==> src/dbg_port_pkg.sv <==
// Package: constants and carrier types of the serial debug port instruction register
package dbg_port_pkg;

    // ****************************************
    // Register layout
    // ****************************************
    localparam int          IR_WIDTH       = 16;
    localparam int          CMD_MSB        = 15;
    localparam int          CMD_LSB        = 8;
    localparam int          RSVD_MSB       = 7;
    localparam int          RSVD_LSB       = 0;
    localparam logic [15:0] IR_RESET_VALUE = 16'hFFFF;
    localparam logic [7:0]  RSVD_READ      = 8'hFF;
    // Low two bits 01 as usual for a scan instruction register capture
    localparam logic [15:0] IR_CAPTURE     = 16'h0001;

    // ****************************************
    // Command codes in the command field
    // ****************************************
    localparam logic [7:0] CMD_EXTEST       = 8'h00;
    localparam logic [7:0] CMD_SAMPLE       = 8'h04;
    localparam logic [3:0] CMD_RST_NEGATE   = 4'h6;
    localparam logic [3:0] CMD_RST_ASSERT   = 4'h7;
    localparam logic [2:0] CMD_INTERRUPT    = 3'h5;
    localparam logic [7:0] CMD_BYPASS       = 8'hFF;

    // ****************************************
    // Test access port controller states
    // ****************************************
    typedef enum logic [3:0] {
        TAP_RESET   = 4'h0,
        TAP_IDLE    = 4'h1,
        TAP_SEL_DR  = 4'h3,
        TAP_CAP_DR  = 4'h2,
        TAP_SH_DR   = 4'h6,
        TAP_EX1_DR  = 4'h7,
        TAP_PA_DR   = 4'h5,
        TAP_EX2_DR  = 4'h4,
        TAP_UPD_DR  = 4'hC,
        TAP_SEL_IR  = 4'hD,
        TAP_CAP_IR  = 4'hF,
        TAP_SH_IR   = 4'hE,
        TAP_EX1_IR  = 4'hA,
        TAP_PA_IR   = 4'hB,
        TAP_EX2_IR  = 4'h9,
        TAP_UPD_IR  = 4'h8
    } tap_state_type;

    // ****************************************
    // Carriers
    // ****************************************
    typedef struct packed {
        logic tck;
        logic tms;
        logic tdi;
        logic trst_n;
    } tap_pins_type;

    typedef struct packed {
        logic extest;
        logic sample;
        logic bypass;
        logic reserved;
    } test_mode_type;

endpackage

==> src/dbg_port_ir.sv <==
// Instruction register of the serial debug port with its test access port controller
`timescale 1ns/1ps

// Overview of operation
// - Sixteen-bit instruction register; processor reads it, processor accesses never change it.
// - After initialization the register holds the bypass command.
// - Command bits are shifted in serially from the test data input.
// - Test reset pin or Test-Logic-Reset state reloads the initial contents.
// - Serial loading works in every processor mode, independent of processor state.
// - Bits 15..8 decode extest, sample, reset negate/assert, interrupt, bypass; rest reserved.
// - Bits 7..0 always read as one; writers supply only ones there.
module dbg_port_ir
    import dbg_port_pkg::*;
(
    // Clock and reset
    input  wire logic          i_ref_clk,
    input  wire logic          i_rst_n,
    // Test access port pins
    input  wire tap_pins_type  i_tap,
    output logic               o_tdo,
    output logic               o_tdo_oe,
    // Boundary chain serial output, shifted when extest or sample is active
    input  wire logic          i_chain_tdo,
    // Processor read port
    input  wire logic          i_cpu_rd_en,
    output logic [15:0]        o_cpu_rd_data,
    output logic               o_cpu_rd_valid,
    // Decoded command
    output test_mode_type      o_mode,
    output logic               o_debug_reset,
    output logic               o_debug_irq,
    output logic               o_chain_capture,
    output logic               o_chain_shift,
    output logic               o_chain_update
);

    // ****************************************
    // Pin synchronisers and edge detection
    // ****************************************
    tap_pins_type  sync1_reg;
    tap_pins_type  sync2_reg;
    logic          tck_d_reg;
    logic          tck_rise;
    logic          tck_fall;
    logic          trst_active;

    always_ff @(posedge i_ref_clk or negedge i_rst_n) begin
        if (!i_rst_n) begin
            sync1_reg <= '{tck: 1'b0, tms: 1'b1, tdi: 1'b1, trst_n: 1'b0};
            sync2_reg <= '{tck: 1'b0, tms: 1'b1, tdi: 1'b1, trst_n: 1'b0};
            tck_d_reg <= 1'b0;
        end else begin
            sync1_reg <= i_tap;
            sync2_reg <= sync1_reg;
            tck_d_reg <= sync2_reg.tck;
        end
    end

    assign tck_rise    = sync2_reg.tck & ~tck_d_reg;
    assign tck_fall    = ~sync2_reg.tck & tck_d_reg;
    assign trst_active = ~sync2_reg.trst_n;

    // ****************************************
    // Controller state machine
    // ****************************************
    tap_state_type state_reg;
    tap_state_type state_next;

    always_comb begin
        state_next = state_reg;
        unique case (state_reg)
            TAP_RESET:  state_next = sync2_reg.tms ? TAP_RESET  : TAP_IDLE;
            TAP_IDLE:   state_next = sync2_reg.tms ? TAP_SEL_DR : TAP_IDLE;
            TAP_SEL_DR: state_next = sync2_reg.tms ? TAP_SEL_IR : TAP_CAP_DR;
            TAP_CAP_DR: state_next = sync2_reg.tms ? TAP_EX1_DR : TAP_SH_DR;
            TAP_SH_DR:  state_next = sync2_reg.tms ? TAP_EX1_DR : TAP_SH_DR;
            TAP_EX1_DR: state_next = sync2_reg.tms ? TAP_UPD_DR : TAP_PA_DR;
            TAP_PA_DR:  state_next = sync2_reg.tms ? TAP_EX2_DR : TAP_PA_DR;
            TAP_EX2_DR: state_next = sync2_reg.tms ? TAP_UPD_DR : TAP_SH_DR;
            TAP_UPD_DR: state_next = sync2_reg.tms ? TAP_SEL_DR : TAP_IDLE;
            TAP_SEL_IR: state_next = sync2_reg.tms ? TAP_RESET  : TAP_CAP_IR;
            TAP_CAP_IR: state_next = sync2_reg.tms ? TAP_EX1_IR : TAP_SH_IR;
            TAP_SH_IR:  state_next = sync2_reg.tms ? TAP_EX1_IR : TAP_SH_IR;
            TAP_EX1_IR: state_next = sync2_reg.tms ? TAP_UPD_IR : TAP_PA_IR;
            TAP_PA_IR:  state_next = sync2_reg.tms ? TAP_EX2_IR : TAP_PA_IR;
            TAP_EX2_IR: state_next = sync2_reg.tms ? TAP_UPD_IR : TAP_SH_IR;
            TAP_UPD_IR: state_next = sync2_reg.tms ? TAP_SEL_DR : TAP_IDLE;
        endcase
    end

    // Controller moves on test clock or test reset only; no processor signal enters here
    always_ff @(posedge i_ref_clk or negedge i_rst_n) begin
        if (!i_rst_n) begin
            state_reg <= TAP_RESET;
        end else if (trst_active) begin
            state_reg <= TAP_RESET;
        end else if (tck_rise) begin
            state_reg <= state_next;
        end
    end

    // ****************************************
    // Instruction shift and update
    // ****************************************
    logic [15:0] shift_reg;
    logic [15:0] ir_reg;

    always_ff @(posedge i_ref_clk or negedge i_rst_n) begin
        if (!i_rst_n) begin
            shift_reg <= IR_CAPTURE;
        end else if (tck_rise && state_reg == TAP_CAP_IR) begin
            shift_reg <= IR_CAPTURE;
        end else if (tck_rise && state_reg == TAP_SH_IR) begin
            shift_reg <= {sync2_reg.tdi, shift_reg[15:1]};
        end
    end

    // Active command is held while a new one shifts; low byte forced to ones
    always_ff @(posedge i_ref_clk or negedge i_rst_n) begin
        if (!i_rst_n) begin
            ir_reg <= IR_RESET_VALUE;
        end else if (trst_active || (tck_rise && state_reg == TAP_RESET)) begin
            ir_reg <= IR_RESET_VALUE;
        end else if (tck_rise && state_reg == TAP_UPD_IR) begin
            ir_reg <= {shift_reg[CMD_MSB:CMD_LSB], RSVD_READ};
        end
    end

    // ****************************************
    // Command decode
    // ****************************************
    logic [7:0] cmd;
    logic [7:0] new_cmd;
    logic       upd_ir;

    assign cmd     = ir_reg[CMD_MSB:CMD_LSB];
    assign new_cmd = shift_reg[CMD_MSB:CMD_LSB];
    assign upd_ir  = tck_rise && state_reg == TAP_UPD_IR && !trst_active;

    always_ff @(posedge i_ref_clk or negedge i_rst_n) begin
        if (!i_rst_n) begin
            o_mode <= '{extest: 1'b0, sample: 1'b0, bypass: 1'b1, reserved: 1'b0};
        end else begin
            o_mode.extest   <= (cmd == CMD_EXTEST);
            o_mode.sample   <= (cmd == CMD_SAMPLE);
            o_mode.bypass   <= (cmd == CMD_BYPASS);
            // Reserved codes leave every function idle; bypass path still shifts
            o_mode.reserved <= !(cmd == CMD_EXTEST || cmd == CMD_SAMPLE || cmd == CMD_BYPASS
                                 || cmd[7:4] == CMD_RST_NEGATE || cmd[7:4] == CMD_RST_ASSERT
                                 || cmd[7:5] == CMD_INTERRUPT);
        end
    end

    // Debug reset is a level kept until the negate command, test reset or Test-Logic-Reset
    always_ff @(posedge i_ref_clk or negedge i_rst_n) begin
        if (!i_rst_n) begin
            o_debug_reset <= 1'b0;
        end else if (trst_active || (tck_rise && state_reg == TAP_RESET)) begin
            o_debug_reset <= 1'b0;
        end else if (upd_ir && new_cmd[7:4] == CMD_RST_ASSERT) begin
            o_debug_reset <= 1'b1;
        end else if (upd_ir && new_cmd[7:4] == CMD_RST_NEGATE) begin
            o_debug_reset <= 1'b0;
        end
    end

    // Interrupt request is one pulse per update of the interrupt command
    always_ff @(posedge i_ref_clk or negedge i_rst_n) begin
        if (!i_rst_n) begin
            o_debug_irq <= 1'b0;
        end else begin
            o_debug_irq <= upd_ir && new_cmd[7:5] == CMD_INTERRUPT;
        end
    end

    // ****************************************
    // Data register path and serial output
    // ****************************************
    logic bypass_reg;
    logic chain_sel;

    assign chain_sel = o_mode.extest | o_mode.sample;

    always_ff @(posedge i_ref_clk or negedge i_rst_n) begin
        if (!i_rst_n) begin
            bypass_reg <= 1'b0;
        end else if (tck_rise && state_reg == TAP_CAP_DR) begin
            bypass_reg <= 1'b0;
        end else if (tck_rise && state_reg == TAP_SH_DR) begin
            bypass_reg <= sync2_reg.tdi;
        end
    end

    always_ff @(posedge i_ref_clk or negedge i_rst_n) begin
        if (!i_rst_n) begin
            o_chain_capture <= 1'b0;
            o_chain_shift   <= 1'b0;
            o_chain_update  <= 1'b0;
        end else begin
            o_chain_capture <= chain_sel && tck_rise && state_reg == TAP_CAP_DR;
            o_chain_shift   <= chain_sel && tck_rise && state_reg == TAP_SH_DR;
            o_chain_update  <= chain_sel && tck_rise && state_reg == TAP_UPD_DR;
        end
    end

    // Output changes on the falling test clock so the controller samples it stable
    always_ff @(posedge i_ref_clk or negedge i_rst_n) begin
        if (!i_rst_n) begin
            o_tdo    <= 1'b1;
            o_tdo_oe <= 1'b0;
        end else if (tck_fall) begin
            o_tdo_oe <= (state_reg == TAP_SH_IR) || (state_reg == TAP_SH_DR);
            if (state_reg == TAP_SH_IR) begin
                o_tdo <= shift_reg[0];
            end else if (chain_sel) begin
                o_tdo <= i_chain_tdo;
            end else begin
                o_tdo <= bypass_reg;
            end
        end
    end

    // ****************************************
    // Processor read port
    // ****************************************
    always_ff @(posedge i_ref_clk or negedge i_rst_n) begin
        if (!i_rst_n) begin
            o_cpu_rd_data  <= IR_RESET_VALUE;
            o_cpu_rd_valid <= 1'b0;
        end else begin
            o_cpu_rd_valid <= i_cpu_rd_en;
            if (i_cpu_rd_en) begin
                o_cpu_rd_data <= {ir_reg[CMD_MSB:CMD_LSB], RSVD_READ};
            end
        end
    end

    // ****************************************
    // Assertions
    // ****************************************
    property p_ir_hold;
        @(posedge i_ref_clk) disable iff (!i_rst_n)
        (!trst_active && !(tck_rise && (state_reg == TAP_UPD_IR || state_reg == TAP_RESET)))
            |=> $stable(ir_reg);
    endproperty
    a_ir_hold: assert property (p_ir_hold) else $error("instruction changed outside update");

    property p_bypass_after_reset;
        @(posedge i_ref_clk) disable iff (!i_rst_n)
        $rose(i_rst_n) |-> ##2 (ir_reg == IR_RESET_VALUE && o_mode.bypass);
    endproperty
    a_bypass_after_reset: assert property (p_bypass_after_reset) else $error("not bypass after init");

    property p_shift_in;
        @(posedge i_ref_clk) disable iff (!i_rst_n)
        (tck_rise && state_reg == TAP_SH_IR && !trst_active) |=> shift_reg[15] == $past(sync2_reg.tdi);
    endproperty
    a_shift_in: assert property (p_shift_in) else $error("test data input not shifted in");

    property p_trst_init;
        @(posedge i_ref_clk) disable iff (!i_rst_n)
        trst_active |=> (ir_reg == IR_RESET_VALUE && state_reg == TAP_RESET && !o_debug_reset);
    endproperty
    a_trst_init: assert property (p_trst_init) else $error("test reset did not initialise");

    property p_cpu_independent;
        @(posedge i_ref_clk) disable iff (!i_rst_n)
        (i_cpu_rd_en && !tck_rise && !trst_active) |=> $stable(ir_reg) && $stable(state_reg);
    endproperty
    a_cpu_independent: assert property (p_cpu_independent) else $error("processor access disturbed port");

    property p_reset_cmd;
        @(posedge i_ref_clk) disable iff (!i_rst_n)
        (upd_ir && new_cmd[7:4] == CMD_RST_ASSERT) |=> o_debug_reset ##1 (o_mode.reserved == 1'b0);
    endproperty
    a_reset_cmd: assert property (p_reset_cmd) else $error("debug reset assert not decoded");

    property p_rsvd_ones;
        @(posedge i_ref_clk) disable iff (!i_rst_n)
        o_cpu_rd_valid |-> (o_cpu_rd_data[RSVD_MSB:RSVD_LSB] == RSVD_READ
                            && o_cpu_rd_data[CMD_MSB:CMD_LSB] == $past(ir_reg[CMD_MSB:CMD_LSB]));
    endproperty
    a_rsvd_ones: assert property (p_rsvd_ones) else $error("read data wrong");

    property p_update_apply;
        @(posedge i_ref_clk) disable iff (!i_rst_n)
        upd_ir |=> ir_reg[CMD_MSB:CMD_LSB] == $past(new_cmd);
    endproperty
    a_update_apply: assert property (p_update_apply) else $error("update did not apply command");

endmodule

==> config.mk <==
export PLATFORM = sky130hd
export DESIGN_NAME = dbg_port_ir
export DESIGN_NICKNAME = d
export VERILOG_FILES = /design/src/dbg_port_pkg.sv /design/src/dbg_port_ir.sv
export SDC_FILE = /design/constraint.sdc
export NUM_CORES = 1
export LEC_CHECK = 0
export BUFFER_PORTS_ARGS = -buffer_cell sky130_fd_sc_hd__buf_2
export CAP_MARGIN = 40
export CELL_PAD_IN_SITES_DETAIL_PLACEMENT = 1
export CELL_PAD_IN_SITES_GLOBAL_PLACEMENT = 1
export CORE_ASPECT_RATIO = 1.5
export CORE_MARGIN = 1.5
export CORE_UTILIZATION = 50
export CTS_BUF_LIST = sky130_fd_sc_hd__clkbuf_4 sky130_fd_sc_hd__clkbuf_8
export CTS_CLUSTER_DIAMETER = 30
export DETAILED_ROUTE_END_ITERATION = 16
export PLACE_DENSITY_LB_ADDON = 0.05
export SLEW_MARGIN = 20
export SYNTH_ARGS = -nofsm -noshare
export SYNTH_HDL_FRONTEND = slang
export SYNTH_SLANG_ARGS = --single-unit
==> constraint.sdc <==
create_clock -name i_ref_clk -period 3.3 [get_ports i_ref_clk]
set_input_delay 0.33 -clock i_ref_clk [delete_from_list [all_inputs] [get_ports i_ref_clk]]
set_output_delay 0.33 -clock i_ref_clk [all_outputs]
set_load 0.1 [all_outputs]
==> reports/results.ini, run 1 <==
[drt]
ant_nets = 0
route.detailed.drc = 0
viasPerCell = 5.274
first_pass_iters = 4
num_vias = 1772
routedWlPerCell_um = 15.37
finalWirelength_um = 5165
drtIter0Drc = 87

[global_routing]
grt_max_degree = 36
overflow = 0
antenna_found_initial = 0
grt_pass1_wl_um = 8963
grt_pass1_vias = 1860
grt_util_all_layers = 0.2170

[yosys]
synthCells = 240
synth-edff-count = 0
ys_warn_count = 0
synth_ff_type = dfrtp_1
syn_area_per_cell_um2 = 10.78
netlist_area_um2 = 2586
ys_async_sr_fraction = 1.000
ys_seq_area_frac = 0.5723
synthDistinctLibCells = 48
synth_top_area_cell = dfrtp_1
synth_seq_cells = 58
yosysTopAreaCellShare = 0.3387
synthTopCellsByArea = dfrtp_1 (34%), dfstp_2 (23%), nand2_1 (5.8%), nand2b_1 (4.8%), mux2_2 (3.9%)

[clocking]
clk_latency_ns = 0.34
cts.path.max_buffers = 2
ctsResizeCount = 0
cts_setup_buffers = 0
hold_buffers = 0
htreeDepth = 3
cts_tree = yes
numCtsBuffers = 9
cts.sinks = 58
cts_root_buf = clkbuf_8
cts.clk_slew.worst_paths_ns = 0.06

[placed_design]
gp_congestion = 0.7845
hpwl_um = 3501
post_dp_cell_area_um2 = 2721
place.port_buffers = 27

[sta]
holdWs_ns = 0.05708
fin_skew_ns = 0.004808
max-slew-margin-rel = 0.5000
fmax_mhz = 560.4
hold_violations = 0
fin_crit_sh = 0.5407
rsz0062_at_grt = no
setup_viol = 0
finalCriticalPeriod_ns = 1.784
drv_slew = 0
worstMarginPinSlew_ns = 0.7501
fin_setup_tns_ns = 0

[worst_setup_path]
crit_slowest_cell = dfrtp_1
path_buf_inv = 0
crit_type = reg -> reg
cp-start-kind = flop
path_cells = nand3b_4 -> or4_1 -> nand2_1 -> nand3_1
critical_path.max_stage_delay_ns = 0.69
critPathTopFamily = simple AND/OR/NAND/NOR gates
crit_required_ns = 3.54
crit_arrival_ns = 2.03
rrSetupSlack_ns = 1.52
end_kind = flop
worstPathMaxFanout = 18

[run_status]
status = finished clean

[floorplanning]
rows = 31
fp.dieH_um = 91.09
die_w_um = 61.72
io_pins = 36
dieArea_um2 = 5622
core_um2 = 4887
initial_utilization = 0.5292

[power_and_ir_drop]
p_leak_nw = 1.270
ir_drop_uv = 410.9
power.density_nw_per_um2 = 533.9

[run]
drv_cap = 0

[cells_and_area]
final_layout_size_suffix_gt1_frac = 0.3111
largest_reg_flops = 16
final_area_um2 = 2959
nets = 273
area_delta_synth_final_pct = 14.42
final_cell_mix = nand2_1 (40), dfrtp_1 (35), buf_2 (27)
diodes = 0
final_common_cell = nand2_1

[hold_path]
hold_path_class = in -> async

-- report_power, final --
| group | switching [mW] | internal (mW) | leakage [nW] |
|---|---|---|---|
| clock | 0.272 | 0.485 | 0.119 |
| combinational | 0.0742 | 0.0167 | 0.436 |
| sequential | 0.00974 | 0.722 | 0.716 |
| total | 0.356 | 1.22 | 1.27 |
-- cells in the mapped netlist (2+ instances only) --
cell      count
inv_1         2
buf_6         2
or4_1         2
nor2_1        6
nor3b_1       2
nand2_1      40
nand2b_1     20
o21ai_0       7
clkbuf_1      5
nor3_1        2
o41ai_1       2
o21ai_1      17
nand3_1      11
buf_2         6
a21oi_1       4
buf_4        10
mux2_2        9
nor2b_1       4
and3_1        2
dfstp_2      23
nand4_1       3
dfrtp_1      35
-- cell families (layout without fill, tap and decap cells) --
family,count (synthesis),after routing,synth area share
XOR/XNOR,1,1,0.003387
flip-flops,58,58,0.5723
AO/OA/AOI/OAI,42,42,0.1011
AND/OR/NAND/NOR,103,103,0.2192
buffers and inverters,25,48,0.05951
multiplexers,10,10,0.04306
other,1,8,0.001450
-- per-stage QoR --
step	setup slack [ns]	util	power, mW	instances
floorplan	1.633	-	0.8153	247
global placement	1.434	0.5507	0.8321	318
detailed placement	1.551	0.5568	0.8350	320
CTS	1.495	0.6055	1.599	336
global route	1.318	0.6055	1.638	336
finish	1.516	0.6055	1.580	336
-- area by class of cell --
type	instances	area [um^2]
timing repair buffer	30	172.7
sequential	58	1480
clock buffer	12	165.2
tap	66	82.58
multi-input combinational	164	978.4
inverter	2	7.507
fill	564	1928
clock inverter	4	72.57
-- routing by layer --
layer / up-vias / share of wire / wire length [um] / global-route usage
met3: 7 / 0.042 / 216 / 0.07265
li1: 854 / - / - / -
met5: - / 0 / 0 / 0
met2: 38 / 0.52 / 2699 / 0.3474
met1: 873 / 0.42 / 2175 / 0.2670
met4: 0 / 0.014 / 74 / 0.07447
-- worst reg2reg max path, stage by stage (launching register included) --
cell      delay (ns)
dfrtp_1         0.69
nand3b_4        0.18
or4_1           0.58
nand2_1         0.14
nand3_1         0.10
-- path summary, 6_finish.rpt --
check / startpoint / to / cells past startpoint
worst max-delay path: state_reg[3]$_DFFE_PN0P_ / ir_reg[13]$_DFFE_PN1P_ / 4
worst min-delay path: i_rst_n / sync1_reg[3]$_DFF_PN0_ / 1
worst max register to register: state_reg[3]$_DFFE_PN0P_ / ir_reg[13]$_DFFE_PN1P_ / 4
worst min register to register: sync1_reg[3]$_DFF_PN0_ / sync2_reg[3]$_DFF_PN0_ / 0
max in group asynchronous: i_rst_n / ir_reg[13]$_DFFE_PN1P_ / 2
min in group i_ref_clk: i_tap[2] / sync1_reg[2]$_DFF_PN1_ / 1
Power figures use the tool's default switching activity.
==> run 2, diff against run 1 <==
--- a/config.mk
+++ b/config.mk
@@ -11,7 +11,7 @@
 export CELL_PAD_IN_SITES_GLOBAL_PLACEMENT = 1
 export CORE_ASPECT_RATIO = 1.5
 export CORE_MARGIN = 1.5
-export CORE_UTILIZATION = 50
+export CORE_UTILIZATION = 42
 export CTS_BUF_LIST = sky130_fd_sc_hd__clkbuf_4 sky130_fd_sc_hd__clkbuf_8
 export CTS_CLUSTER_DIAMETER = 30
 export DETAILED_ROUTE_END_ITERATION = 16
==> constraint.sdc (replaced) <==
create_clock -name i_ref_clk -period 1.6 [get_ports i_ref_clk]
set_input_delay 0.16 -clock i_ref_clk [delete_from_list [all_inputs] [get_ports i_ref_clk]]
set_output_delay 0.16 -clock i_ref_clk [all_outputs]
set_load 0.1 [all_outputs]
==> run 2 against run 1 <==
  * Die area increased by 18%
  * Combinational power increased by 130%
  * Register-to-register slack got worse by 1.4 ns
  * Clock power increased by 94%
  * Hold slack got worse by 0.010 ns
  * Non-clock buffer count increased by 14
  * Final area increased by 3.6%
  * Setup slack got worse by 1.4 ns
  * Maximum frequency increased by 20%
  * Sequential share of layout area decreased by 1.6 points
  * Sequential power increased by 110%
==> reports/results.ini, run 2 (synthesis gave the netlist of run 1 again) <==
[run_status]
status = finished clean  ; unchanged

[sta]
finalCriticalPeriod_ns = 1.487  ; was 1.784 ns
drv_slew = 0  ; unchanged
fin_crit_sh = 0.9295  ; was 0.5407
fin_setup_tns_ns = 0  ; unchanged
fin_skew_ns = 0.008975  ; was 0.004808 ns
hold_violations = 0  ; unchanged
fmax_mhz = 672.4  ; was 560.4 MHz
setup_viol = 0  ; unchanged
rsz0062_at_grt = no  ; unchanged

[global_routing]
grt_pass1_vias = 1854  ; was 1860
antenna_found_initial = 0  ; unchanged
grt_pass1_wl_um = 8783  ; was 8963 um
grt_util_all_layers = 0.1743  ; was 0.2170
overflow = 0  ; unchanged
grt_max_degree = 59  ; was 36

[placed_design]
hpwl_um = 3487  ; was 3501 um
gp_congestion = 0.8089  ; was 0.7845
place.port_buffers = 27  ; unchanged

[floorplanning]
fp.dieH_um = 99.11  ; was 91.09 um
core_um2 = 5871  ; was 4887 um^2
dieArea_um2 = 6647  ; was 5622 um^2
die_w_um = 67.07  ; was 61.72 um
io_pins = 36  ; unchanged
initial_utilization = 0.4405  ; was 0.5292
rows = 34  ; was 31

[worst_setup_path]
r2r_start = state_reg[3]$_DFFE_PN0P_  ; unchanged
critical_path.max_stage_delay_ns = 0.57  ; was 0.69 ns
rrSetupSlack_ns = 0.11  ; was 1.52 ns
path_cells = nand3b_4 -> or4_1 -> nand2_1 -> nand3_1  ; unchanged
critPathTopFamily = simple AND/OR/NAND/NOR gates  ; unchanged
worst_r2r_endpoint = ir_reg[10]$_DFFE_PN1P_  ; was ir_reg[13]$_DFFE_PN1P_
crit_cells = 4  ; unchanged
worstPathMaxFanout = 8  ; was 18
crit_type = reg -> reg  ; unchanged
crit_required_ns = 1.87  ; was 3.54 ns
startpoint = state_reg[3]$_DFFE_PN0P_  ; unchanged
cp-start-kind = flop  ; unchanged
crit_slowest_cell = or4_1  ; was dfrtp_1
path_buf_inv = 0  ; unchanged
end_kind = flop  ; unchanged
crit_end = ir_reg[10]$_DFFE_PN1P_  ; was ir_reg[13]$_DFFE_PN1P_
reg2reg_depth = 4  ; unchanged
crit_arrival_ns = 1.75  ; was 2.03 ns

[drt]
num_vias = 1828  ; was 1772
route.detailed.drc = 0  ; unchanged
routedWlPerCell_um = 14.34  ; was 15.37 um
finalWirelength_um = 5105  ; was 5165 um
drtIter0Drc = 78  ; was 87
viasPerCell = 5.135  ; was 5.274
ant_nets = 0  ; unchanged
first_pass_iters = 4  ; unchanged

[clocking]
cts.path.max_buffers = 2  ; unchanged
cts_root_buf = clkbuf_8  ; unchanged
cts_tree = yes  ; unchanged
numCtsBuffers = 9  ; unchanged
cts.sinks = 58  ; unchanged
cts_setup_buffers = 0  ; unchanged
clk_latency_ns = 0.34  ; about the same
htreeDepth = 3  ; unchanged
cts.clk_slew.worst_paths_ns = 0.07  ; was 0.06 ns

[power_and_ir_drop]
power_mw = 3.181  ; was 1.580 mW
p_leak_nw = 1.325  ; was 1.270 nW
ir_drop_uv = 543.5  ; was 410.9 uV
power.density_nw_per_um2 = 1038  ; was 533.9 nW/um^2

[run]
drv_cap = 0  ; unchanged

[cells_and_area]
final_common_cell = nand2_1  ; unchanged
final_cell_mix = nand2_1 (40), dfrtp_1 (32), buf_2 (27)  ; was nand2_1 (40), dfrtp_1 (35), buf_2 (27)
multi_input_area_um2 = 978.4  ; unchanged
diodes = 0  ; unchanged
nets = 287  ; was 273
largest_reg_flops = 16  ; unchanged
area_delta_synth_final_pct = 18.48  ; was 14.42%
final_layout_size_suffix_gt1_frac = 0.3380  ; was 0.3111
fillCellCount = 680  ; was 564
regArea_um2 = 1484  ; was 1480 um^2

[hold_path]
hold_path_class = in -> reg  ; was in -> async

==> run 2: changes by cell type in the layout (fill, tap and decap cells not counted) <==
cell           before  now
inv_4               0    1
dfrtp_2             0    3
dfrtp_1            35   32
clkbuf_8           12    9
clkinv_4            0    1
buf_12              0    1
buf_8               2    0
buf_4               1   11
clkinv_2            1    2
dlygate4sd3_1       0    5
==> run 2: cell type report <==
class	count	area share
clock inverter	7	0.03022
tap	72	0.02940
multi-input combinational	164	0.3193
clock buffer	9	0.04042
timing repair buffer	44	0.09392
inverter	2	0.002450
sequential	58	0.4843
==> run 2: repair_timing <==
action	in CTS	in global routing
hold buffers	5	0
endpoints found under the hold margin	39	0
setup endpoints to repair	0	1
resized for setup	0	1
==> run 2: worst min-delay path by stage <==
stage / startpoint / end / slack (ns) / cells after the start
4_1_cts: i_cpu_rd_en / o_cpu_rd_valid$_DFF_PN0_ / 0.04 / 1
6_report: i_cpu_rd_en / o_cpu_rd_valid$_DFF_PN0_ / 0.05 / 1
2_1_floorplan: i_rst_n / bypass_reg$_DFFE_PN0P_ / -0.14 / 0
3_3_place_gp: i_rst_n / o_tdo_oe$_DFFE_PN0P_ / 0.19 / 2
5_1_grt: i_cpu_rd_en / o_cpu_rd_valid$_DFF_PN0_ / 0.03 / 1
3_5_place_dp: i_rst_n / o_chain_capture$_DFF_PN0_ / 0.21 / 2
==> run 2: power by group <==
| part | switching (mW) | internal [mW] |
|---|---|---|
| Combinational | 0.159 | 0.0492 |
| Clock | 0.595 | 0.873 |
| Sequential | 0.0166 | 1.49 |
| Total | 0.770 | 2.41 |
==> run 2: routing by layer <==
layer	wire, um	GRT usage
met3	167	0.03054
met2	2492	0.2757
met4	127	0.09890
met1	2318	0.2212
met5	0	0
==> run 2: metrics by stage <==
step	instance area (um^2)	util	hold WS, ns	instances	setup slack (ns)
after floorplan	2615	-	-0.1356	247	0.1493
after CTS	3063	0.5217	0.04395	356	0.06763
final	3064	0.5220	0.04684	356	0.1127
after global placement	2796	0.4763	0.1867	335	0.09262
after global routing	3064	0.5220	0.03286	356	0.02653
after detailed placement	2796	0.4763	0.2120	335	0.09443
